--- src/rtl/lfcsr_pkg.sv ---
package lfcsr_pkg;
  localparam int unsigned NUM_CH = 48;
  localparam int unsigned ADDR_W = 8;
  localparam int unsigned CNT_W = 6;
  // Header: one write flag then the register index, most significant bit first
  localparam logic [CNT_W-1:0] HEAD_BITS = 6'h09;
  localparam logic [CNT_W-1:0] DATA_BITS = 6'h30;
  localparam logic [ADDR_W-1:0] IDX_CFG0 = 8'h00;
  localparam logic [ADDR_W-1:0] IDX_CFG1 = 8'h01;
  localparam logic [ADDR_W-1:0] IDX_OPEN_LOAD_STATUS = 8'h14;
  localparam logic [ADDR_W-1:0] IDX_SHORT_STATUS = 8'h15;
  localparam logic [ADDR_W-1:0] IDX_FRAME_SYNC = 8'hF0;
  localparam logic [NUM_CH-1:0] CFG_RESET = 48'h0000_0000_0000;
  localparam logic [NUM_CH-1:0] FLAGS_RESET = 48'h0000_0000_0000;
  localparam real SCLK_MAX_MHZ = 50.0;
  localparam real GRAYSCALE_CLOCK_MAX_MHZ = 160.0;
  localparam int unsigned PWM_BITS = 16;

  typedef enum logic [1:0] {
    LF_IDLE = 2'b00,
    LF_HEAD = 2'b01,
    LF_DATA = 2'b10
  } lfcsr_state_e;

  typedef struct packed {
    logic [NUM_CH-1:0] openLoadChannelBits;
    logic [NUM_CH-1:0] shortedChannelBits;
  } lfcsr_faults_s;

  typedef struct packed {
    logic [NUM_CH-1:0] cfg0;
    logic [NUM_CH-1:0] cfg1;
  } lfcsr_cfg_s;
endpackage

--- src/rtl/lfcsr_sync2.sv ---
`timescale 1ns/1ps
module lfcsr_sync2
(
  // Clock and reset
  input wire logic clk,
  input wire logic rst,
  // Asynchronous level in, synchronised level out
  input wire logic asyncIn,
  output logic syncOut
);
  logic meta_q;
  logic meta_d;
  logic sync_q;
  logic sync_d;

  always_comb
  begin
    meta_d = asyncIn;
    sync_d = meta_q;
  end

  always_ff @(posedge clk)
  begin
    if (rst)
    begin
      meta_q <= 1'b0;
      sync_q <= 1'b0;
    end
    else
    begin
      meta_q <= meta_d;
      sync_q <= sync_d;
    end
  end

  assign syncOut = sync_q;
endmodule

--- src/rtl/lfcsr_status_readout.sv ---
// Summary of operation
// - Open-load status holds 48 flags; bit n set means channel n open.
// - Short status holds 48 flags; bit n set means channel n shorted.
// - Serial clock samples input data and is the grayscale clock source.
// - Commands, configuration and pixel data enter only on serial input, rising edges.
// - Register contents and fault flags leave only on serial output. Here activeCfg and statusFlags also carry them in parallel.
// - Link runs up to 50 MHz and moves data on rising edges only.
// - Grayscale clock reaches 160 MHz; PWM resolution up to 16 bits.
// - Devices chain in series; each passes serial traffic to the next.
// - First two config registers apply at frame sync; others apply at once. Here writes to any other index are not stored.
// - Fault status is fetched by a read command addressing each register.
`timescale 1ns/1ps
module lfcsr_status_readout
(
  // Clock and reset
  input wire logic clk,
  input wire logic rst,
  // Serial link pins
  input wire logic serialClock,
  input wire logic serialDataIn,
  output logic serialDataOut,
  // Fault detection results, same clock domain
  input lfcsr_pkg::lfcsr_faults_s detectFaults,
  // Grayscale clock reference, configuration and fault status flags
  output logic grayscaleClockRef,
  output lfcsr_pkg::lfcsr_cfg_s activeCfg,
  output lfcsr_pkg::lfcsr_faults_s statusFlags
);
  logic sclkSync;
  logic sinSync;
  logic sclkPrev_q;
  logic sclkPrev_d;
  logic sclkRise;

  lfcsr_sync2 u_sclk_sync
  (
    .clk(clk),
    .rst(rst),
    .asyncIn(serialClock),
    .syncOut(sclkSync)
  );

  lfcsr_sync2 u_sin_sync
  (
    .clk(clk),
    .rst(rst),
    .asyncIn(serialDataIn),
    .syncOut(sinSync)
  );

  // Only rising edges move data; falling edges are ignored
  assign sclkRise = sclkSync & ~sclkPrev_q;
  // The multiplier locks to every serial clock rise; needs a free-running clock
  assign grayscaleClockRef = sclkRise;

  lfcsr_pkg::lfcsr_state_e state_q;
  lfcsr_pkg::lfcsr_state_e state_d;
  logic [lfcsr_pkg::CNT_W-1:0] cnt_q;
  logic [lfcsr_pkg::CNT_W-1:0] cnt_d;
  logic [lfcsr_pkg::HEAD_BITS-1:0] head_q;
  logic [lfcsr_pkg::HEAD_BITS-1:0] head_d;
  logic [lfcsr_pkg::NUM_CH-1:0] shift_q;
  logic [lfcsr_pkg::NUM_CH-1:0] shift_d;
  logic reading_q;
  logic reading_d;
  logic serial_data_out_q;
  logic serial_data_out_d;
  lfcsr_pkg::lfcsr_cfg_s pend_q;
  lfcsr_pkg::lfcsr_cfg_s pend_d;
  lfcsr_pkg::lfcsr_cfg_s act_q;
  lfcsr_pkg::lfcsr_cfg_s act_d;
  lfcsr_pkg::lfcsr_faults_s flags_q;
  lfcsr_pkg::lfcsr_faults_s flags_d;
  logic [lfcsr_pkg::ADDR_W-1:0] addr;
  logic isWrite;
  logic [lfcsr_pkg::HEAD_BITS-1:0] headNext;
  logic lastHeadBit;
  logic lastDataBit;
  logic frameSyncCmd;
  logic [lfcsr_pkg::NUM_CH-1:0] shiftIn;

  assign headNext = {head_q[lfcsr_pkg::HEAD_BITS-2:0], sinSync};
  assign isWrite = headNext[lfcsr_pkg::HEAD_BITS-1];
  assign addr = headNext[lfcsr_pkg::ADDR_W-1:0];
  // Counter end points; the counter restarts at each frame phase
  assign lastHeadBit = (cnt_q == lfcsr_pkg::HEAD_BITS - 6'h01);
  assign lastDataBit = (cnt_q == lfcsr_pkg::DATA_BITS - 6'h01);
  // Frame sync carries no data, so it acts on the header alone
  assign frameSyncCmd = isWrite && (addr == lfcsr_pkg::IDX_FRAME_SYNC);
  // Newest link bit enters at the bottom of the shifter
  assign shiftIn = {shift_q[lfcsr_pkg::NUM_CH-2:0], sinSync};

  always_comb
  begin
    sclkPrev_d = sclkSync;
    state_d = state_q;
    cnt_d = cnt_q;
    head_d = head_q;
    shift_d = shift_q;
    reading_d = reading_q;
    serial_data_out_d = serial_data_out_q;
    pend_d = pend_q;
    act_d = act_q;
    // Flags track the detectors; serial writes never reach them
    flags_d = detectFaults;
    if (sclkRise)
    begin
      // Pass-through by one bit so the next device sees the same stream
      serial_data_out_d = sinSync;
      case (state_q)
        lfcsr_pkg::LF_IDLE:
        begin
          if (sinSync)
          begin
            state_d = lfcsr_pkg::LF_HEAD;
            cnt_d = '0;
            head_d = '0;
          end
        end
        lfcsr_pkg::LF_HEAD:
        begin
          head_d = headNext;
          cnt_d = cnt_q + 6'h01;
          if (lastHeadBit)
          begin
            cnt_d = '0;
            reading_d = 1'b0;
            state_d = lfcsr_pkg::LF_DATA;
            if (frameSyncCmd)
            begin
              act_d = pend_q;
              state_d = lfcsr_pkg::LF_IDLE;
            end
            else if (!isWrite)
            begin
              reading_d = 1'b1;
              case (addr)
                lfcsr_pkg::IDX_OPEN_LOAD_STATUS: shift_d = flags_q.openLoadChannelBits;
                lfcsr_pkg::IDX_SHORT_STATUS: shift_d = flags_q.shortedChannelBits;
                lfcsr_pkg::IDX_CFG0: shift_d = act_q.cfg0;
                lfcsr_pkg::IDX_CFG1: shift_d = act_q.cfg1;
                default: reading_d = 1'b0;
              endcase
            end
          end
        end
        lfcsr_pkg::LF_DATA:
        begin
          cnt_d = cnt_q + 6'h01;
          if (reading_q)
          begin
            // Readback replaces the passed bit, most significant first
            serial_data_out_d = shift_q[lfcsr_pkg::NUM_CH-1];
            shift_d = {shift_q[lfcsr_pkg::NUM_CH-2:0], 1'b0};
          end
          else
          begin
            shift_d = shiftIn;
          end
          if (lastDataBit)
          begin
            state_d = lfcsr_pkg::LF_IDLE;
            reading_d = 1'b0;
            // Staged until frame sync; status indices are read-only
            if (!reading_q && head_q[lfcsr_pkg::HEAD_BITS-1])
            begin
              if (head_q[lfcsr_pkg::ADDR_W-1:0] == lfcsr_pkg::IDX_CFG0)
              begin
                pend_d.cfg0 = shiftIn;
              end
              else if (head_q[lfcsr_pkg::ADDR_W-1:0] == lfcsr_pkg::IDX_CFG1)
              begin
                pend_d.cfg1 = shiftIn;
              end
            end
          end
        end
        default:
        begin
          state_d = lfcsr_pkg::LF_IDLE;
        end
      endcase
    end
  end

  always_ff @(posedge clk)
  begin
    if (rst)
    begin
      sclkPrev_q <= 1'b0;
      state_q <= lfcsr_pkg::LF_IDLE;
      cnt_q <= '0;
      head_q <= '0;
      shift_q <= '0;
      reading_q <= 1'b0;
      serial_data_out_q <= 1'b0;
      pend_q <= {lfcsr_pkg::CFG_RESET, lfcsr_pkg::CFG_RESET};
      act_q <= {lfcsr_pkg::CFG_RESET, lfcsr_pkg::CFG_RESET};
      flags_q <= {lfcsr_pkg::FLAGS_RESET, lfcsr_pkg::FLAGS_RESET};
    end
    else
    begin
      sclkPrev_q <= sclkPrev_d;
      state_q <= state_d;
      cnt_q <= cnt_d;
      head_q <= head_d;
      shift_q <= shift_d;
      reading_q <= reading_d;
      serial_data_out_q <= serial_data_out_d;
      pend_q <= pend_d;
      act_q <= act_d;
      flags_q <= flags_d;
    end
  end

  assign serialDataOut = serial_data_out_q;
  assign activeCfg = act_q;
  assign statusFlags = flags_q;
endmodule

--- config.mk ---
export PLATFORM = sky130hd
export DESIGN_NAME = lfcsr_status_readout
export DESIGN_NICKNAME = d
export VERILOG_FILES = /design/src/rtl/lfcsr_pkg.sv /design/src/rtl/lfcsr_sync2.sv /design/src/rtl/lfcsr_status_readout.sv
export SDC_FILE = /design/constraint.sdc
export NUM_CORES = 1
export LEC_CHECK = 0
export BUFFER_PORTS_ARGS = -buffer_cell sky130_fd_sc_hd__buf_2
export CAP_MARGIN = 20
export CORE_ASPECT_RATIO = 1.25
export CORE_MARGIN = 4
export CORE_UTILIZATION = 44
export DETAILED_ROUTE_END_ITERATION = 10
export PLACE_DENSITY = 0.69
export SLEW_MARGIN = 20
export SYNTH_ARGS = -nofsm -noshare
export SYNTH_HDL_FRONTEND = slang
export SYNTH_HIERARCHICAL = 1
export SYNTH_SLANG_ARGS = --single-unit
--- constraint.sdc ---
create_clock -name clk -period 2.05 [get_ports clk]
set_clock_uncertainty 0.1 [all_clocks]
set_input_delay 0.41 -clock clk [delete_from_list [all_inputs] [get_ports clk]]
set_output_delay 0.41 -clock clk [all_outputs]
set_load 0.1 [all_outputs]
Word level (Yosys, flattened, before mapping)

Index checks and enable logic that the tools add are counted.

Add/sub/neg operators: 1
Equal/unequal tests: 15
Mux-type cells: 24
Bitwise logic cells: 3
Reductions and logical operators: 18

Operators with widths:

| cell                                                             | number |
|---|---|
| 48-bit one-hot mux with 4 select lines                           | 1 |
| 48-bit 2-to-1 mux                                                | 3 |
| 48-bit one-hot mux with 2 select lines                           | 1 |
| 6-bit one-hot mux with 3 select lines                            | 1 |
| 9-bit one-hot mux with 2 select lines                            | 1 |
| 8-bit by 1-bit == test with 1-bit output (second input constant) | 2 |
| 8-bit by 5-bit == test with 1-bit output (second input constant) | 2 |
| 8-bit zero test                                                  | 2 |
| 6-bit 2-to-1 mux                                                 | 2 |
| 4-bit AND reduction                                              | 3 |
| 6-bit AND reduction                                              | 2 |
| 9-bit 2-to-1 mux                                                 | 1 |
| 8-bit == test (second input constant)                            | 1 |
| 1-bit 2-to-1 mux                                                 | 8 |
| 2-bit 2-to-1 mux                                                 | 4 |
| 2-bit != test (second input constant)                            | 4 |
| 6-bit by 1-bit adder with 6-bit output (second input constant)   | 1 |
| 6-bit by 4-bit == test with 1-bit output (second input constant) | 1 |
| 6-bit == test (second input constant)                            | 1 |
| 2-bit one-hot mux with 3 select lines                            | 1 |
| 3-bit AND reduction                                              | 2 |
| 5-bit != test (second input constant)                            | 1 |
| 5-bit AND reduction                                              | 1 |
| 2-bit nonzero test                                               | 2 |
| other kinds (11)                                                 | 13 |

Bits in registers: 360
Input port bits: 100
Output and inout bits: 194
Logic and storage cells: 78

Longest topological paths before layout

Word-level depth: 7
Gate-level depth with buffers: 10
Mapped depth without buffers: 7

Hierarchy

Netlist, hierarchy kept.

By module, submodules not included:

| module               | instances | cells each | area each (um^2) | sequential area each (um^2) |
|---|---|---|---|---|
| lfcsr_status_readout | 1         | 1557       | 13973.4          | 7126.8 |
| lfcsr_sync2          | 2         | 4          | 52.6             | 40.0 |

Worst setup path after synthesis

No wires, ideal clock.

Path kind: register to register
From: register sclkPrev_q
To: register pend_q[27] (netlist bit)
Library setup time: 132 ps
Data arrival time: 2054 ps
Required time: 1818 ps
Path slack: -237 ps
Stages on the path, launching flop included: 10
Path buffers: 3
Clock period less this slack: 2287 ps
Cell sequence: dfxtp_1 -> nand2b_1 -> clkbuf_1 -> inv_2 -> nand3_1 -> or3_1 -> clkbuf_1 -> buf_2 -> nand2_1 -> a21oi_1

Word-level cells in the longest chain between the ends: 3

RTL lines:

| item                                 | RTL line                    | text |
|---|---|---|
| start, declared                      | lfcsr_status_readout.sv:31  | `logic sclkPrev_q;` |
| start signal, assigned               | lfcsr_status_readout.sv:203 | `sclkPrev_q <= sclkPrev_d;` |
| 1-bit inverter                       | lfcsr_status_readout.sv:52  | `assign sclkRise = sclkSync & ~sclkPrev_q;` |
| 1-bit bitwise AND                    | lfcsr_status_readout.sv:52  |  |
| named net grayscaleClockRef          | lfcsr_status_readout.sv:25  | `output logic grayscaleClockRef,` |
| 6-bit AND reduction (no source line) | --                          |  |
| end signal, assigned                 | lfcsr_status_readout.sv:197 | `pend_q <= {lfcsr_pkg::CFG_RESET, lfcsr_pkg::CFG_RESET};` |
| end signal, assigned                 | lfcsr_status_readout.sv:210 | `pend_q <= pend_d;` |
| end, declared                        | lfcsr_status_readout.sv:68  | `lfcsr_pkg::lfcsr_cfg_s pend_q;` |

The timed path passes the listed nets, and every way through them passes these cells.
A chain may end at the register's enable or synchronous reset.

Worst setup path in the final report

From: register head_q[4] (netlist bit)
To: register shift_q[13] (netlist bit)

Word-level cells in the longest chain between the ends: 6
Elaborated cells between the ends (all ways): 14
Those cells by class: eq/ne (6); mux (5); reduce/logical (3)

RTL lines:

| item                                                                   | RTL line                    | text |
|---|---|---|
| start, declared                                                        | lfcsr_status_readout.sv:60  | `logic [lfcsr_pkg::HEAD_BITS-1:0] head_q;` |
| start signal, assigned                                                 | lfcsr_status_readout.sv:193 | `head_q <= '0;` |
| start signal, assigned                                                 | lfcsr_status_readout.sv:206 | `head_q <= head_d;` |
| 8-bit by 1-bit == test with 1-bit output, or another cell as far along | lfcsr_status_readout.sv:137 | `case (addr)` |
| 48-bit one-hot mux with 4 select lines                                 | lfcsr_status_readout.sv:137 |  |
| 48-bit 2-to-1 mux                                                      | lfcsr_status_readout.sv:134 | `else if (!isWrite)` |
| 48-bit 2-to-1 mux                                                      | lfcsr_status_readout.sv:129 | `if (frameSyncCmd)` |
| 48-bit 2-to-1 mux                                                      | lfcsr_status_readout.sv:124 | `if (lastHeadBit)` |
| 48-bit one-hot mux with 2 select lines                                 | lfcsr_status_readout.sv:110 | `case (state_q)` |
| end signal, assigned                                                   | lfcsr_status_readout.sv:207 | `shift_q <= shift_d;` |
| end, declared                                                          | lfcsr_status_readout.sv:62  | `logic [lfcsr_pkg::NUM_CH-1:0] shift_q;` |

Parallel ways exist; a longest one is shown, timed or not. The select of a mux whose other input is x is not followed.

==> results by stage <==
Status:
- The flow ran to the end, but the final reports show violations.
- The final reports fail on setup timing.

Worst setup path:
- The delay of the slowest cell on the worst path is 0.50 ns.
- The data required time at the worst endpoint is 2.38 ns.
- The element type at the critical path start is a flip-flop.
- The combined buffer and inverter count along the critical path is 1.
- The cell with the largest stage delay on the worst path is a211o_4.
- The type of destination of the critical path is a flip-flop.
- The worst-path maximum fanout is 22.
- The critical path goes through nor3_2, nand3_1, a211o_4, buf_16, o41ai_2.
- The top cell family by delay on the critical path is compound AO/OA/AOI/OAI gates.
- The path type of the worst setup path is flip-flop to flip-flop.
- The endpoint arrival time on the critical path is 2.43 ns.

Detailed routing:
- The routed wire length is 48310 um.
- Dividing the detail-routed wire length by the instance count gives 20.17 um.
- The total DRC errors in the routed layout is 0.
- For this run, the detailed router's first-pass iteration total came to 4.
- The detail route stage leaves a number of antenna-violating nets equal to 0.
- The first-iteration detailed-routing DRC count is 857.
- The average vias per placed instance is 5.415.
- Across all layers, the routed design uses 12970 vias.

Logic synthesis:
- The leading area contributor after synthesis is dfxtp_1.
- Counting flops and latches in the post-synthesis netlist gives 360.
- The synthesized design contains 0 enable-type register cells.
- The share of the synthesized area in the top cell type is 0.5119.
- The cell area that synthesis handed to floorplanning was 14080 um^2.
- When the netlist entered floorplanning its net count stood at 1672.
- For this run, the leading register cell type out of synthesis is dfxtp_1.
- For this run, the number of Yosys warnings is 6.
- Each instance of the synthesized netlist takes up on average 8.996 um^2.
- After technology mapping, the gate count stands at 1565.
- After synthesis, the cell types taking the most area are dfxtp_1 (51%), nand2_1 (10%), a21oi_1 (7.0%), nor2b_1 (6.7%), mux2i_1 (3.6%).
- After synthesis, the share of flip-flops with an asynchronous set or reset is 0.
- The netlist uses 53 different library cells.
- For this run, the register share of the synthesized area comes to 0.5119.

STA:
- Across all hold checks on the routed design, the worst slack comes to 0.01198 ns.
- The slew at the pin closest to its max-slew limit is 0.5456 ns.
- Setup repair after global routing could not meet its margin everywhere.
- The number of setup violations in the final report is 64.
- The time the worst path needs with I/O delays and setup is 2.107 ns.
- In the finished design, the share of the clock period the worst path needs comes to 1.028.
- Once routing completed, OpenROAD measured the worst setup slack at -0.05709 ns.
- The number of max-slew violations in the final report was 0.
- The final number of hold-violating endpoints is 0.
- The achievable frequency is 0.4746 GHz.
- The worst pin sits at a relative slew slack of 0.6343.

Global route:
- The via count of the first global-routing pass is 12610.
- For this run the aggregate overflow at the end of global routing stands at 0.
- The first global-routing pass estimated 67300 um of wire.
- Entering global routing, the biggest net connects 59 pins.
- The initial antenna violation count is 0.
- The total global-route track usage is 0.2354.

Clock network:
- In this run the deepest clock path goes through 3 buffers.
- The buffer cell driving the clock tree root is clkbuf_16.
- TritonCTS built the clock tree.
- For the worst-skew pair, the clock arrives at the later sink with an insertion delay of 0.53 ns.
- The number of buffers added by the clock tree synthesis step is 37.
- Clock-pin slew was measured on the worst setup and hold paths at 0.06 ns.
- The sink count of the clock tree is 360.
- The number of levels in the clock H-tree is 2.

Place:
- The post-placement cell area is 16300 um^2.
- The half-perimeter wire length of the detailed placement result is 26670 um.
- The routability congestion estimate is 0.8101.
- Buffers placed on the I/O ports in this run total 293.

Die:
- 294 I/O pins were placed.
- In this run the vertical extent of the chip is 208.0 um.
- The horizontal die dimension is 168.0 um.
- The floorplan step defined a die boundary enclosing 34940 um^2.
- The floorplan core area is 31260 um^2.
- The placement row count is 72.
- The initial utilization of the core area, before any placement, comes to 0.4504.

Flow run:
- Across the run, the number of max-cap violations was 0.

Power:
- IR analysis of the VDD net gives a maximum drop of 0.7542 mV.
- The power density of the placed cells is 760.2 nW/um^2.
- In this run the static leakage power is 0.008240 uW.

Cells and area:
- In the final layout, the share of cells above drive strength 1 is 0.3466.
- The synthesis-to-finish area growth is 44.87%.
- For this run, the post-layout net count is 2070.
- Leaving out fill and tap cells, the most frequent cells in the layout are dfxtp_1 (352), nand2_1 (342), buf_2 (291).
- After filler insertion, the fill cell instance count of the layout stands at 2370.
- The repair_antennas step left the layout with diodes totalling 0.
- Leaving out fill and tap cells, the most frequent cell in the layout is dfxtp_1.
- The area of all placed cells without fillers is 20400 um^2.

Worst hold path:
- The worst min-delay path class is primary input to flip-flop.
path summary, 6_finish.rpt:
kind | startpoint | to | slack, ns | cells past startpoint
max | head_q[4] | shift_q[13] | -0.06 | 5
min | detectFaults[67] | statusFlags[67] | 0.01 | 2
max reg2reg | head_q[4] | shift_q[13] | -0.06 | 5
min reg2reg | u_sclk_sync/meta_q | u_sclk_sync/syncOut | 0.34 | 1
Yosys cell counts (2+ instances only):
cell type	count
buf_2	32
a22oi_1	9
xor2_1	4
nand3b_1	49
inv_1	7
and3_1	4
nor3_1	6
ha_1	7
a31oi_1	2
dfxtp_1	360
nand2b_1	3
buf_1	5
nand2_1	387
o21ai_0	4
o2bb2ai_2	9
mux2i_1	50
a21o_1	2
and2_1	2
a21oi_1	196
buf_6	9
clkbuf_1	84
or3_1	3
a211oi_1	38
a211oi_2	9
nand3_1	3
o41ai_2	10
nand4_1	4
nor2_1	21
o41ai_1	36
nor2b_1	150
o2bb2ai_1	38
report_power, final:
group / internal [uW] / switching (uW)
Sequential: 7100 / 87.6
Clock: 4150 / 2760
Combinational: 364 / 1050
cell families (layout without fill, tap and decap cells):
family	after synthesis	after routing	synth area share
AOI/OAI and AO/OA	363	363	0.1793
xor gates and xnor gates	5	5	0.003110
adders and majority gates	7	7	0.006221
buffers and inverters	139	561	0.04497
DFF	360	360	0.5119
muxes	50	50	0.03555
and+or+nand+nor	641	642	0.2189
sequential cells by signal, summed over array words and instances (netlist names):
name and flops:
shift_q 48, u_sclk_sync/meta_q 1, state_q 2, activeCfg 96, cnt_q 6, sclkPrev_q 1, u_sin_sync/syncOut 1, serialDataOut 1
head_q 9, reading_q 1, statusFlags 96, u_sclk_sync/syncOut 1, u_sin_sync/meta_q 1, pend_q 96
routing by layer:
layer,track usage,share of wire
met1,0.2779,0.38
met2,0.4138,0.51
met3,0.05278,0.068
met4,0.09211,0.040
met5,0,0
area by class of cell:
cell class / count / area, um^2 / share of cell area
Sequential cell: 360 / 7222 / 0.3541
Tap cell: 407 / 509.2 / 0.02497
Multi-Input combinational cell: 1067 / 7377 / 0.3617
Timing Repair Buffer: 489 / 4004 / 0.1963
Clock buffer: 57 / 1124 / 0.05509
Clock inverter: 7 / 116.4 / 0.005705
Inverter: 8 / 43.79 / 0.002147
per-stage QoR:
stage / util / total power [uW] / worst slack (ns) / setup TNS [ns] / instances
6_report: 0.6525 / 15510 / -0.05709 / -0.9298 / 2395
5_1_grt: 0.6525 / 15920 / -0.1201 / -14.29 / 2395
4_1_cts: 0.5981 / 15550 / -0.02690 / -0.05670 / 2363
3_5_place_dp: 0.5213 / 8593 / -0.3547 / -27.40 / 2207
3_3_place_gp: 0.5213 / 8585 / -0.3044 / -22.99 / 2207
2_1_floorplan: - / 8278 / -0.02664 / -0.5329 / 1565
timing repair:
item	4_1_cts	5_1_grt
gates resized for setup	36	236
hold buffers	80	0
buffers inserted	7	7
endpoints found under the hold margin	80	0
cloned	5	25
pin swaps	7	118
setup endpoints to repair	167	241
Note: power is estimated with default switching activity, not from simulation.
